[src/design/clcr_pkg.sv]
package clcr_pkg;

    // ==========================================================
    // register map (index, byte address is four times the index)
    localparam logic [7:0] IDX_ONE = 8'h88;
    localparam logic [7:0] IDX_TWO = 8'h8A;
    localparam logic [11:0] ADDR_ONE = {2'h0, IDX_ONE, 2'h0};
    localparam logic [11:0] ADDR_TWO = {2'h0, IDX_TWO, 2'h0};
    localparam logic [31:0] RST_ONE = 32'h00000000;
    localparam logic [31:0] RST_TWO = 32'h00000000;
    localparam logic [31:0] MASK_ONE = 32'h01FFFFFE;
    localparam logic [31:0] MASK_TWO = 32'h7FFFFFFF;

    // ==========================================================
    // field positions, first register
    localparam int DEC_SEL_BIT = 24;
    localparam int DEC_LSB = 19;
    localparam int FREQ_LSB = 15;
    localparam int MODE_BIT = 14;
    localparam int GATE_LSB = 12;
    localparam int DIV_LSB = 8;
    localparam int CUT_MODE_BIT = 7;
    localparam int CUT_LVL_LSB = 4;
    localparam int SURGE_BIT = 3;
    localparam int DEAD_BIT = 2;
    localparam int TORQ_BIT = 1;

    // field positions, second register
    localparam int STOP_LSB = 28;
    localparam int BRK_LSB = 24;
    localparam int RES_LSB = 8;
    localparam int IND_LSB = 0;

    // ==========================================================
    // codes
    localparam logic [1:0] GATE_BOTH = 2'h0;
    localparam logic [1:0] GATE_CLOSED = 2'h1;
    localparam logic [1:0] GATE_FIRST = 2'h2;
    localparam logic [1:0] GATE_NONE = 2'h3;
    localparam logic [4:0] DEC_NO_LIMIT = 5'h1F;
    localparam logic [19:0] RATE_NO_LIMIT = 20'hFFFFF;
    localparam logic [2:0] CUT_LVL_MAX = 3'h5;

    typedef enum logic [2:0] {
        run_wait = 3'b001,
        run_first = 3'b010,
        run_later = 3'b100
    } clcr_run_t;

    // ==========================================================
    // deceleration code to rate in tenths of Hz/s
    function automatic logic [19:0] decel_tenths(input logic [4:0] code);
        logic [19:0] t [0:30];
        t = '{20'd5, 20'd10, 20'd25, 20'd50, 20'd75, 20'd100, 20'd200,
              20'd400, 20'd600, 20'd800, 20'd1000, 20'd2000, 20'd3000,
              20'd4000, 20'd5000, 20'd6000, 20'd7000, 20'd8000, 20'd9000,
              20'd10000, 20'd20000, 20'd40000, 20'd60000, 20'd80000,
              20'd100000, 20'd200000, 20'd300000, 20'd400000, 20'd500000,
              20'd600000, 20'd700000};
        if (code == DEC_NO_LIMIT) begin
            return RATE_NO_LIMIT;
        end
        return t[code];
    endfunction

    // cut-off code to back-emf level in mV, zero where not applicable
    function automatic logic [7:0] cutoff_mv(input logic [2:0] code);
        unique case (code)
            3'h0: return 8'h01;
            3'h1: return 8'h02;
            3'h2: return 8'h05;
            3'h3: return 8'h0A;
            3'h4: return 8'h14;
            3'h5: return 8'h1E;
            default: return 8'h00;
        endcase
    endfunction

    // merge write data under byte strobes and a writable mask
    function automatic logic [31:0] merge(input logic [31:0] old,
                                          input logic [31:0] wdata,
                                          input logic [3:0] strb,
                                          input logic [31:0] mask);
        logic [31:0] m;
        m = {{8{strb[3]}}, {8{strb[2]}}, {8{strb[1]}}, {8{strb[0]}}};
        m = m & mask;
        return ((old & ~m) | (wdata & m)) & mask;
    endfunction

endpackage

[src/design/clcr_speed_pulse.sv]
`timescale 1ns/1ns
module clcr_speed_pulse (
    input wire logic clock,
    input wire logic resetn,
    input wire logic [1:0] gate_select,
    input wire logic [3:0] divider,
    input wire logic cutoff_mode,
    input wire logic [2:0] cutoff_level,
    input wire logic motor_driven,
    input wire logic closed_loop,
    input wire logic run_start,
    input wire logic wake_event,
    input wire logic pulse_event,
    input wire logic [7:0] back_emf_mv,
    output logic speed_pulse_output
);

    typedef struct packed {
        clcr_pkg::clcr_run_t fsm;
        logic [3:0] count;
        logic pulse;
    } clcr_sp_state_t;

    clcr_sp_state_t state;
    clcr_sp_state_t next_state;
    logic gate_ok;
    logic active;
    logic [3:0] ratio;
    logic [7:0] level;

    // ==========================================================
    // gating, cut-off and division
    always_comb begin
        next_state = state;
        level = clcr_pkg::cutoff_mv(cutoff_level);
        ratio = (divider < 4'h2) ? 4'h1 : divider;
        unique case (gate_select)
            clcr_pkg::GATE_BOTH: gate_ok = 1'b1;
            clcr_pkg::GATE_CLOSED: gate_ok = closed_loop;
            clcr_pkg::GATE_FIRST:
                gate_ok = closed_loop | (state.fsm == clcr_pkg::run_first);
            clcr_pkg::GATE_NONE: gate_ok = 1'b0;
        endcase
        // coasting output only while back-emf stays at or above level
        if (cutoff_mode && cutoff_level <= clcr_pkg::CUT_LVL_MAX) begin
            active = motor_driven | (back_emf_mv >= level);
        end else begin
            active = motor_driven;
        end
        next_state.pulse = 1'b0;
        if (pulse_event && gate_ok && active) begin
            if (state.count + 4'h1 >= ratio) begin
                next_state.count = 4'h0;
                next_state.pulse = 1'b1;
            end else begin
                next_state.count = state.count + 4'h1;
            end
        end
        // first-run tracking after power-up or wake
        unique case (state.fsm)
            clcr_pkg::run_wait: begin
                if (run_start) begin
                    next_state.fsm = clcr_pkg::run_first;
                end
            end
            clcr_pkg::run_first: begin
                if (!motor_driven) begin
                    next_state.fsm = clcr_pkg::run_later;
                end
            end
            clcr_pkg::run_later: next_state.fsm = clcr_pkg::run_later;
            default: next_state.fsm = clcr_pkg::run_wait;
        endcase
        if (wake_event) begin
            next_state.fsm = clcr_pkg::run_wait;
        end
    end

    // state register
    always_ff @(posedge clock) begin
        if (!resetn) begin
            state.fsm <= clcr_pkg::run_wait;
            state.count <= 4'h0;
            state.pulse <= 1'b0;
        end else begin
            state <= next_state;
        end
    end

    assign speed_pulse_output = state.pulse;
endmodule // clcr_speed_pulse

[src/design/clcr_regs.sv]
// Added by the designer: register access over APB.
`timescale 1ns/1ns
// Overview of operation
// deceleration field used only with surge guard off and source select zero
// deceleration code decodes a rising rate table, 0.5 to 1000 Hz/s and more
// bit 14 picks continuous or discontinuous space vector modulation
// speed pulse gate code 0 both loops, 1 closed only, 3 none
// gate code 2 allows open loop pulses only in first run after wake; code also allows them in the first run after reset
// speed pulses divided by bits 11-8, codes 0 and 1 divide by one
// bit 7 set keeps pulses only until back-emf falls below level
// cut-off level codes 0-5 give 1,2,5,10,20,30 mV; 6,7 unused
// bit 3 enables the anti-voltage-surge guard
// bit 2 enables dead-time compensation
// bit 1 disables speed loop and selects torque mode
// second register at index 8Ah, resets zero, stop and brake fields
// select bit 24 takes deceleration from field or acceleration setting
// stop option decodes 0,2,3,4,5; codes 1,6,7 undefined
// written fields read back unchanged; reserved bits read zero
module clcr_regs (
    input wire logic clock,
    input wire logic resetn,
    input wire logic psel,
    input wire logic penable,
    input wire logic pwrite,
    input wire logic [11:0] paddr,
    input wire logic [31:0] pwdata,
    input wire logic [3:0] pstrb,
    output logic [31:0] prdata,
    output logic pready,
    output logic pslverr,
    input wire logic [19:0] accel_rate_tenths,
    input wire logic motor_driven,
    input wire logic closed_loop,
    input wire logic run_start,
    input wire logic wake_event,
    input wire logic pulse_event,
    input wire logic [7:0] back_emf_mv,
    output logic [19:0] decel_rate_tenths,
    output logic decel_from_field,
    output logic [3:0] switching_freq_setting,
    output logic svm_discontinuous,
    output logic surge_guard_enable,
    output logic deadtime_comp_enable,
    output logic torque_mode_select,
    output logic [2:0] stop_option,
    output logic stop_option_valid,
    output logic [3:0] stop_brake_duration,
    output logic [7:0] phase_resistance,
    output logic [7:0] phase_inductance,
    output logic speed_pulse_output
);

    typedef struct packed {
        logic [31:0] reg_one;
        logic [31:0] reg_two;
        logic pready;
        logic pslverr;
        logic [31:0] prdata;
        logic [19:0] decel_rate;
        logic decel_from_field;
        logic [3:0] freq;
        logic svm_disc;
        logic surge;
        logic dead;
        logic torque;
        logic [2:0] stop;
        logic stop_valid;
        logic [3:0] brake;
        logic [7:0] res;
        logic [7:0] ind;
    } clcr_state_t;

    clcr_state_t state;
    clcr_state_t next_state;
    logic access;
    logic hit_one;
    logic hit_two;
    logic use_field;
    logic [4:0] decel_code;

    // ==========================================================
    // apb slave, one wait state, then field decode
    always_comb begin
        next_state = state;
        access = psel & penable;
        hit_one = (paddr == clcr_pkg::ADDR_ONE);
        hit_two = (paddr == clcr_pkg::ADDR_TWO);
        next_state.pready = 1'b0;
        next_state.pslverr = 1'b0;
        // first access cycle: answer is prepared
        if (access && !state.pready) begin
            next_state.pready = 1'b1;
            next_state.pslverr = ~(hit_one | hit_two);
            if (pwrite || !(hit_one | hit_two)) begin
                next_state.prdata = 32'h00000000;
            end else if (hit_one) begin
                next_state.prdata = state.reg_one;
            end else begin
                next_state.prdata = state.reg_two;
            end
        end
        // completing edge: write takes effect
        if (access && state.pready && pwrite) begin
            if (hit_one) begin
                next_state.reg_one = clcr_pkg::merge(state.reg_one, pwdata,
                    pstrb, clcr_pkg::MASK_ONE);
            end
            if (hit_two) begin
                next_state.reg_two = clcr_pkg::merge(state.reg_two, pwdata,
                    pstrb, clcr_pkg::MASK_TWO);
            end
        end

        // deceleration source
        use_field = ~state.reg_one[clcr_pkg::SURGE_BIT]
            & ~state.reg_one[clcr_pkg::DEC_SEL_BIT];
        decel_code = state.reg_one[clcr_pkg::DEC_LSB +: 5];
        next_state.decel_from_field = use_field;
        if (use_field) begin
            next_state.decel_rate = clcr_pkg::decel_tenths(decel_code);
        end else begin
            next_state.decel_rate = accel_rate_tenths;
        end

        // plain control fields
        next_state.freq = state.reg_one[clcr_pkg::FREQ_LSB +: 4];
        next_state.svm_disc = state.reg_one[clcr_pkg::MODE_BIT];
        next_state.surge = state.reg_one[clcr_pkg::SURGE_BIT];
        next_state.dead = state.reg_one[clcr_pkg::DEAD_BIT];
        next_state.torque = state.reg_one[clcr_pkg::TORQ_BIT];

        // stop option and second register fields
        next_state.stop = state.reg_two[clcr_pkg::STOP_LSB +: 3];
        unique case (state.reg_two[clcr_pkg::STOP_LSB +: 3])
            3'h0, 3'h2, 3'h3, 3'h4, 3'h5: next_state.stop_valid = 1'b1;
            default: next_state.stop_valid = 1'b0;
        endcase
        next_state.brake = state.reg_two[clcr_pkg::BRK_LSB +: 4];
        next_state.res = state.reg_two[clcr_pkg::RES_LSB +: 8];
        next_state.ind = state.reg_two[clcr_pkg::IND_LSB +: 8];
    end

    // state register
    always_ff @(posedge clock) begin
        if (!resetn) begin
            state <= '0;
            state.reg_one <= clcr_pkg::RST_ONE;
            state.reg_two <= clcr_pkg::RST_TWO;
            state.decel_rate <= clcr_pkg::decel_tenths(5'h00);
            state.decel_from_field <= 1'b1;
            state.stop_valid <= 1'b1;
        end else begin
            state <= next_state;
        end
    end

    // ==========================================================
    // speed pulse path
    clcr_speed_pulse u_speed_pulse (
        .clock(clock),
        .resetn(resetn),
        .gate_select(state.reg_one[clcr_pkg::GATE_LSB +: 2]),
        .divider(state.reg_one[clcr_pkg::DIV_LSB +: 4]),
        .cutoff_mode(state.reg_one[clcr_pkg::CUT_MODE_BIT]),
        .cutoff_level(state.reg_one[clcr_pkg::CUT_LVL_LSB +: 3]),
        .motor_driven(motor_driven),
        .closed_loop(closed_loop),
        .run_start(run_start),
        .wake_event(wake_event),
        .pulse_event(pulse_event),
        .back_emf_mv(back_emf_mv),
        .speed_pulse_output(speed_pulse_output)
    );

    // outputs straight from the state register
    assign prdata = state.prdata;
    assign pready = state.pready;
    assign pslverr = state.pslverr;
    assign decel_rate_tenths = state.decel_rate;
    assign decel_from_field = state.decel_from_field;
    assign switching_freq_setting = state.freq;
    assign svm_discontinuous = state.svm_disc;
    assign surge_guard_enable = state.surge;
    assign deadtime_comp_enable = state.dead;
    assign torque_mode_select = state.torque;
    assign stop_option = state.stop;
    assign stop_option_valid = state.stop_valid;
    assign stop_brake_duration = state.brake;
    assign phase_resistance = state.res;
    assign phase_inductance = state.ind;
endmodule // clcr_regs

[config.mk]
export PLATFORM = sky130hd
export DESIGN_NAME = clcr_regs
export DESIGN_NICKNAME = d
export VERILOG_FILES = /design/src/design/clcr_pkg.sv /design/src/design/clcr_speed_pulse.sv /design/src/design/clcr_regs.sv
export SDC_FILE = /design/constraint.sdc
export NUM_CORES = 1
export LEC_CHECK = 0
export ABC_AREA = 1
export BUFFER_PORTS_ARGS = -buffer_cell sky130_fd_sc_hd__buf_4
export CELL_PAD_IN_SITES_DETAIL_PLACEMENT = 1
export CELL_PAD_IN_SITES_GLOBAL_PLACEMENT = 1
export CORE_MARGIN = 2
export CORE_UTILIZATION = 38
export DETAILED_ROUTE_END_ITERATION = 6
export HOLD_SLACK_MARGIN = 0.15
export PLACE_DENSITY = 0.77
export SETUP_SLACK_MARGIN = 0.02
export SKIP_LAST_GASP = 1
export SLEW_MARGIN = 20
export SYNTH_ARGS = -nofsm -noshare
export SYNTH_HDL_FRONTEND = slang
export SYNTH_HIERARCHICAL = 1
export SYNTH_SLANG_ARGS = --single-unit
[constraint.sdc]
create_clock -name clock -period 2.11 [get_ports clock]
set_input_delay 0.422 -clock clock [delete_from_list [all_inputs] [get_ports clock]]
set_output_delay 0.422 -clock clock [all_outputs]
set_load 0.1 [all_outputs]
# Word level (Yosys, flattened, before mapping)
# Memories as Yosys holds them, arrays and structs flattened.
# Cells that the tools add are included.
[word_totals]
in_bits = 86
romBits = 640
memories = 1
regBits = 150
out_inout_bits = 88
[classes]
n_bitwise = 18
magnitude_cmp = 5
n_eq_ne = 20
add_sub_neg = 1
n_reduce_logical = 19
muxes = 20
[memory_table]
columns = ["memory", "depth", "width", "read_ports", "rd_clocked_by_memory_dff", "wr", "line", "source"]
rows = [
  ["(no name shown)", 32, 20, 1, 0, 0, "clcr_pkg.sv:63", "return t[code];"],
]
[op_table]
columns = ["cell", "n"]
rows = [
  ["$mux W20", 5],
  ["$and A31 B31 Y31", 2],
  ["$and A25 B25 Y25", 2],
  ["$mux W34", 1],
  ["$mux W32", 1],
  ["$mux W31", 1],
  ["$not A31 Y31", 1],
  ["$or A31 B31 Y31", 1],
  ["$pmux W5 S6", 1],
  ["$not A25 Y25", 1],
  ["$or A25 B25 Y25", 1],
  ["$eq A12 B10 Y1 const B", 2],
  ["$eq A3 B2 Y1 const B", 5],
  ["$eq A3 B3 Y1 const B", 5],
  ["$reduce_and A2 Y1", 5],
  ["$pmux W3 S3", 1],
  ["$ge A8 B5 Y1", 1],
  ["$mux W4", 2],
  ["$eq A3 B1 Y1 const B", 2],
  ["$ge A6 B6 Y1 const B", 1],
  ["$logic_and A1 B1 Y1", 6],
  ["$logic_not A3 Y1", 2],
  ["$mux W3", 2],
  ["$not A5 Y6", 1],
  ["other kinds (18)", 31],
]

# Logic depth before layout (Yosys ltp)
[depth]
ltp_word = 7
mapped_depth = 15

# By module
# Netlist, hierarchy kept.
[by_module_without_submodules]
columns = ["mod", "cells_per_inst", "n_inst", "area_per_inst_um2"]
rows = [
  ["clcr_regs", 928, 1, 6553.8],
  ["clcr_speed_pulse", 110, 1, 725.7],
]

# Least setup slack after synthesis
# Ideal clock, no wire load.
[synth_path]
path_type = "register to register"
from = "reg state, in the netlist pready"
to = "reg with a tool-made name"
path_buffers = 1
setup_ns = 0.113
setup_slack_ns = -0.068
required_time_ns = 1.997
period_less_slack_ns = 2.178
arrival_ns = 2.066
path_stages_with_launch = 9
path_cell_list = "dfxtp_1 inv_1 nor3_4 inv_2 nor2_4 nand2_1 buf_2 nor2_1 nor2_1"
[synth_lines]
columns = ["item", "line", "source"]
rows = [
  ["start, declared", "clcr_regs.sv:73", "clcr_state_t state;"],
  ["start signal, assigned", "clcr_regs.sv:153", "state <= next_state;"],
]

==> results.py <==
metrics = {
    "timing": {
        "post-route-min-period_ps": 1910,
        "finalCritPeriodShare_pct": 90.4,
        "fin_tns_setup_ps": 0,
        "fmax_ghz": 0.524,
        "tightestPinTransition_ps": 533,
        "setup_viol_count_final": 0,
        "final_max_slew_viol_count": 0,
        "maxSlewHeadroom_pct": 64.4,
        "hold_viol": 0,
        "rsz0062_at_grt": "no",
        "skew_ps": 5.82,
    },
    "cts": {
        "cts_root_buffer": "clkbuf_16",
        "clockBufferDepth": 2,
        "clock_latency_ps": 420,
        "cts_tree": "done",
        "cts_buffers": 17,
        "clock-sinks": 149,
        "cts-htree-levels": 4,
        "clk_pin_slew_ps": 60,
    },
    "global_routing": {
        "grt_max_degree": 75,
        "grt_first_pass_wirelength_mm": 35.5,
        "overflow": 0,
        "grt_pass1_vias": 7041,
        "antenna_found_initial": 0,
        "grt_util_all_layers_pct": 22.1,
    },
    "detailed_routing": {
        "vias": 6818,
        "dr.pass1.iters": 4,
        "postRouteAntennaNets": 0,
        "routedWlPerCell_um": 16.1,
        "routed_wl_mm": 22.2,
        "drtIter0Drc": 398,
        "avgViaCountPerCell": 4.96,
        "drc": 0,
    },
    "floorplan": {
        "core_region_area_um2": 18800,
        "dieArea_um2": 20300,
        "start_util_pct": 38.8,
        "die_w_um": 142,
        "ios": 174,
        "die_height_um": 142,
        "rows": 50,
    },
    "synth": {
        "muxShareOfSynthArea_pct": 0,
        "synth_fp_nets": 1141,
        "syn_avg_cell_area_um2": 7.01,
        "synth_xor_area_share_pct": 0.241,
        "ys_warn_count": 6,
        "netlist_area_um2": 7280,
        "synth_cell_types": 38,
        "ys_top_cells_by_area": "dfxtp_1 (41%), nand2_1 (15%), buf_4 (8.7%)",
        "synth_top_area_share_pct": 41.0,
        "synth-compound-area-share_pct": 9.99,
        "postSynthCellCount": 1038,
        "yosys.area_share.simple_pct": 28.9,
        "synth_top_area_cell": "dfxtp_1",
        "synth_top_family_by_area": "simple AND/OR/NAND/NOR gates",
        "ys_ff_latch": 149,
        "yosysSeqAreaShare_pct": 41.0,
        "synth_adder_area_share_pct": 2.92,
    },
    "pwr": {
        "peakVddDrop_v": 0.000513,
        "power.leakage_uw": 0.00435,
        "p_per_area_nw_per_um2": 698,
    },
    "setup_path": {
        "required_ps": 2430,
        "cp_cell_sequence": "inv_4, a21oi_1, or2_4, ha_4, nand2_1, nor2_1, nor2_1, nand2_1, nand2_1, nand2_2, nand2_4, nand2_4, nand3_1, nand2_1, nor2_1",
        "cp.depth": 15,
        "critPathBufInv": 1,
        "path_max_fanout": 5,
        "cp-end-kind": "register",
        "regToRegSetupSlack_ps": 200,
        "crit_end": "u_speed_pulse/state[1]$_SDFFE_PN0P_",
        "r2r_end": "u_speed_pulse/state[1]$_SDFFE_PN0P_",
        "r2r_cells": 15,
        "max_stage_delay_ps": 370,
        "cpMaxStageDelayCell": "dfxtp_4",
        "cp-start-kind": "register",
        "cpMostUsedCell": "nand2_1",
        "cp.arrival_ps": 2230,
        "worstSetupPathType": "register to register",
        "crit_family": "simple AND/OR/NAND/NOR gates",
    },
    "place": {
        "dp_hpwl_mm": 15.5,
        "gp_congestion": 0.848,
        "portBuffers": 171,
        "post-place-cells": 1341,
    },
    "hold_path": {
        "hp-class": "primary input to register",
    },
    "job": {
        "drv_cap": 0,
    },
    "run_status": {
        "status": "completed",
    },
    "layout": {
        "antenna_cells": 0,
        "area_growth_pct": 22.6,
        "final_nets": 1231,
        "drive_gt1_share_pct": 22.8,
        "layout.cells.non_filler": 1375,
    },
}
==> cells in the mapped netlist (all sizes together) <==
cell / count
a21boi: 1
a21oi: 89
a31o: 1
a31oi: 6
a32o: 3
and2: 1
and3: 1
buf: 97
clkbuf: 33
conb: 1
dfxtp: 149
ha: 17
inv: 109
nand2: 298
nand3: 54
nand4: 39
nor2: 96
nor3: 2
nor4: 1
o211ai: 4
o21ai: 29
o21bai: 1
o221ai: 1
o22ai: 1
or2: 2
xnor2: 1
xor2: 1
==> where the power goes <==
part           leakage (µW)  internal, µW  switching [µW]  total (µW)
sequential          0.00120          2820            8.13        2830
clock              0.000274          1780            1240        3010
combinational       0.00288           162             224         386
==> per-layer routing <==
layer | up-vias | part of all wire, % | GRT usage, %
met4 | 0 | 1.7 | 7.09
met3 | 26 | 4.0 | 3.77
met5 | - | 0 | 0
li1 | 3406 | - | -
met2 | 149 | 50 | 39.1
met1 | 3237 | 44 | 27.3
==> area by class of cell <==
type / instances / area [µm²]
multi-input combinational: 651 / 3120
clock buffer: 21 / 450
tap: 234 / 293
timing repair buffer: 200 / 1540
sequential: 149 / 2990
fill: 2388 / 9840
inverter: 109 / 412
clock inverter: 11 / 128
==> cell families (layout without fill, tap and decap cells) <==
group                    count (synthesis)  in the layout
AND/OR/NAND/NOR                        494            495
buffers and inverters                  239            341
flip-flops                             149            149
AO/OA/AOI/OAI                          136            136
adder cells (fa/ha/maj)                 17             17
XOR/XNOR                                 2              2
other                                    1              1
==> worst min-delay path by stage <==
stage | depth (start not counted) | start | slack, ps | endpoint
2_1_floorplan | 2 | register | 420 | phase_inductance[1]$_SDFF_PN0_
3_3_place_gp | 2 | register | 430 | surge_guard_enable$_SDFF_PN0_
3_5_place_dp | 2 | register | 440 | surge_guard_enable$_SDFF_PN0_
4_1_cts | 2 | accel_rate_tenths[19] | 200 | decel_rate_tenths[19]$_SDFF_PN0_
5_1_grt | 2 | accel_rate_tenths[19] | 220 | decel_rate_tenths[19]$_SDFF_PN0_
6_report | 2 | accel_rate_tenths[19] | 220 | decel_rate_tenths[19]$_SDFF_PN0_
==> what timing repair did <==
action                                  in CTS  in global routing
hold buffers                                 0                  0
buffers inserted                             0                  1
endpoints found under the setup margin       0                  5
gates resized for setup                      0                 14
==> placed cells by master, fill, tap and decap left out, types with 4 or more instances in the layout <==
cell type	n
a21oi_1	87
nor2_1	89
clkbuf_16	17
inv_1	103
nand4_1	39
nor2_4	4
ha_1	16
a31oi_1	6
buf_4	197
o211ai_1	4
nand3_1	51
inv_2	5
dfxtp_1	146
o21ai_0	28
nand2_1	293
==> through the flow <==
step                      area, µm²  utilization [%]  hold slack [ps]  setup WS, ps  total power, µW
after floorplan                7280                -              420           284             3070
after CTS                      8870             47.3              201          60.7             6290
after global routing           8930             47.6              223          27.7             6440
final                          8930             47.6              220           202             6230
after detailed placement       8290             44.2              437          63.4             3270
after global placement         8290             44.2              431           129             3260
(Power assumes the default switching activity.)
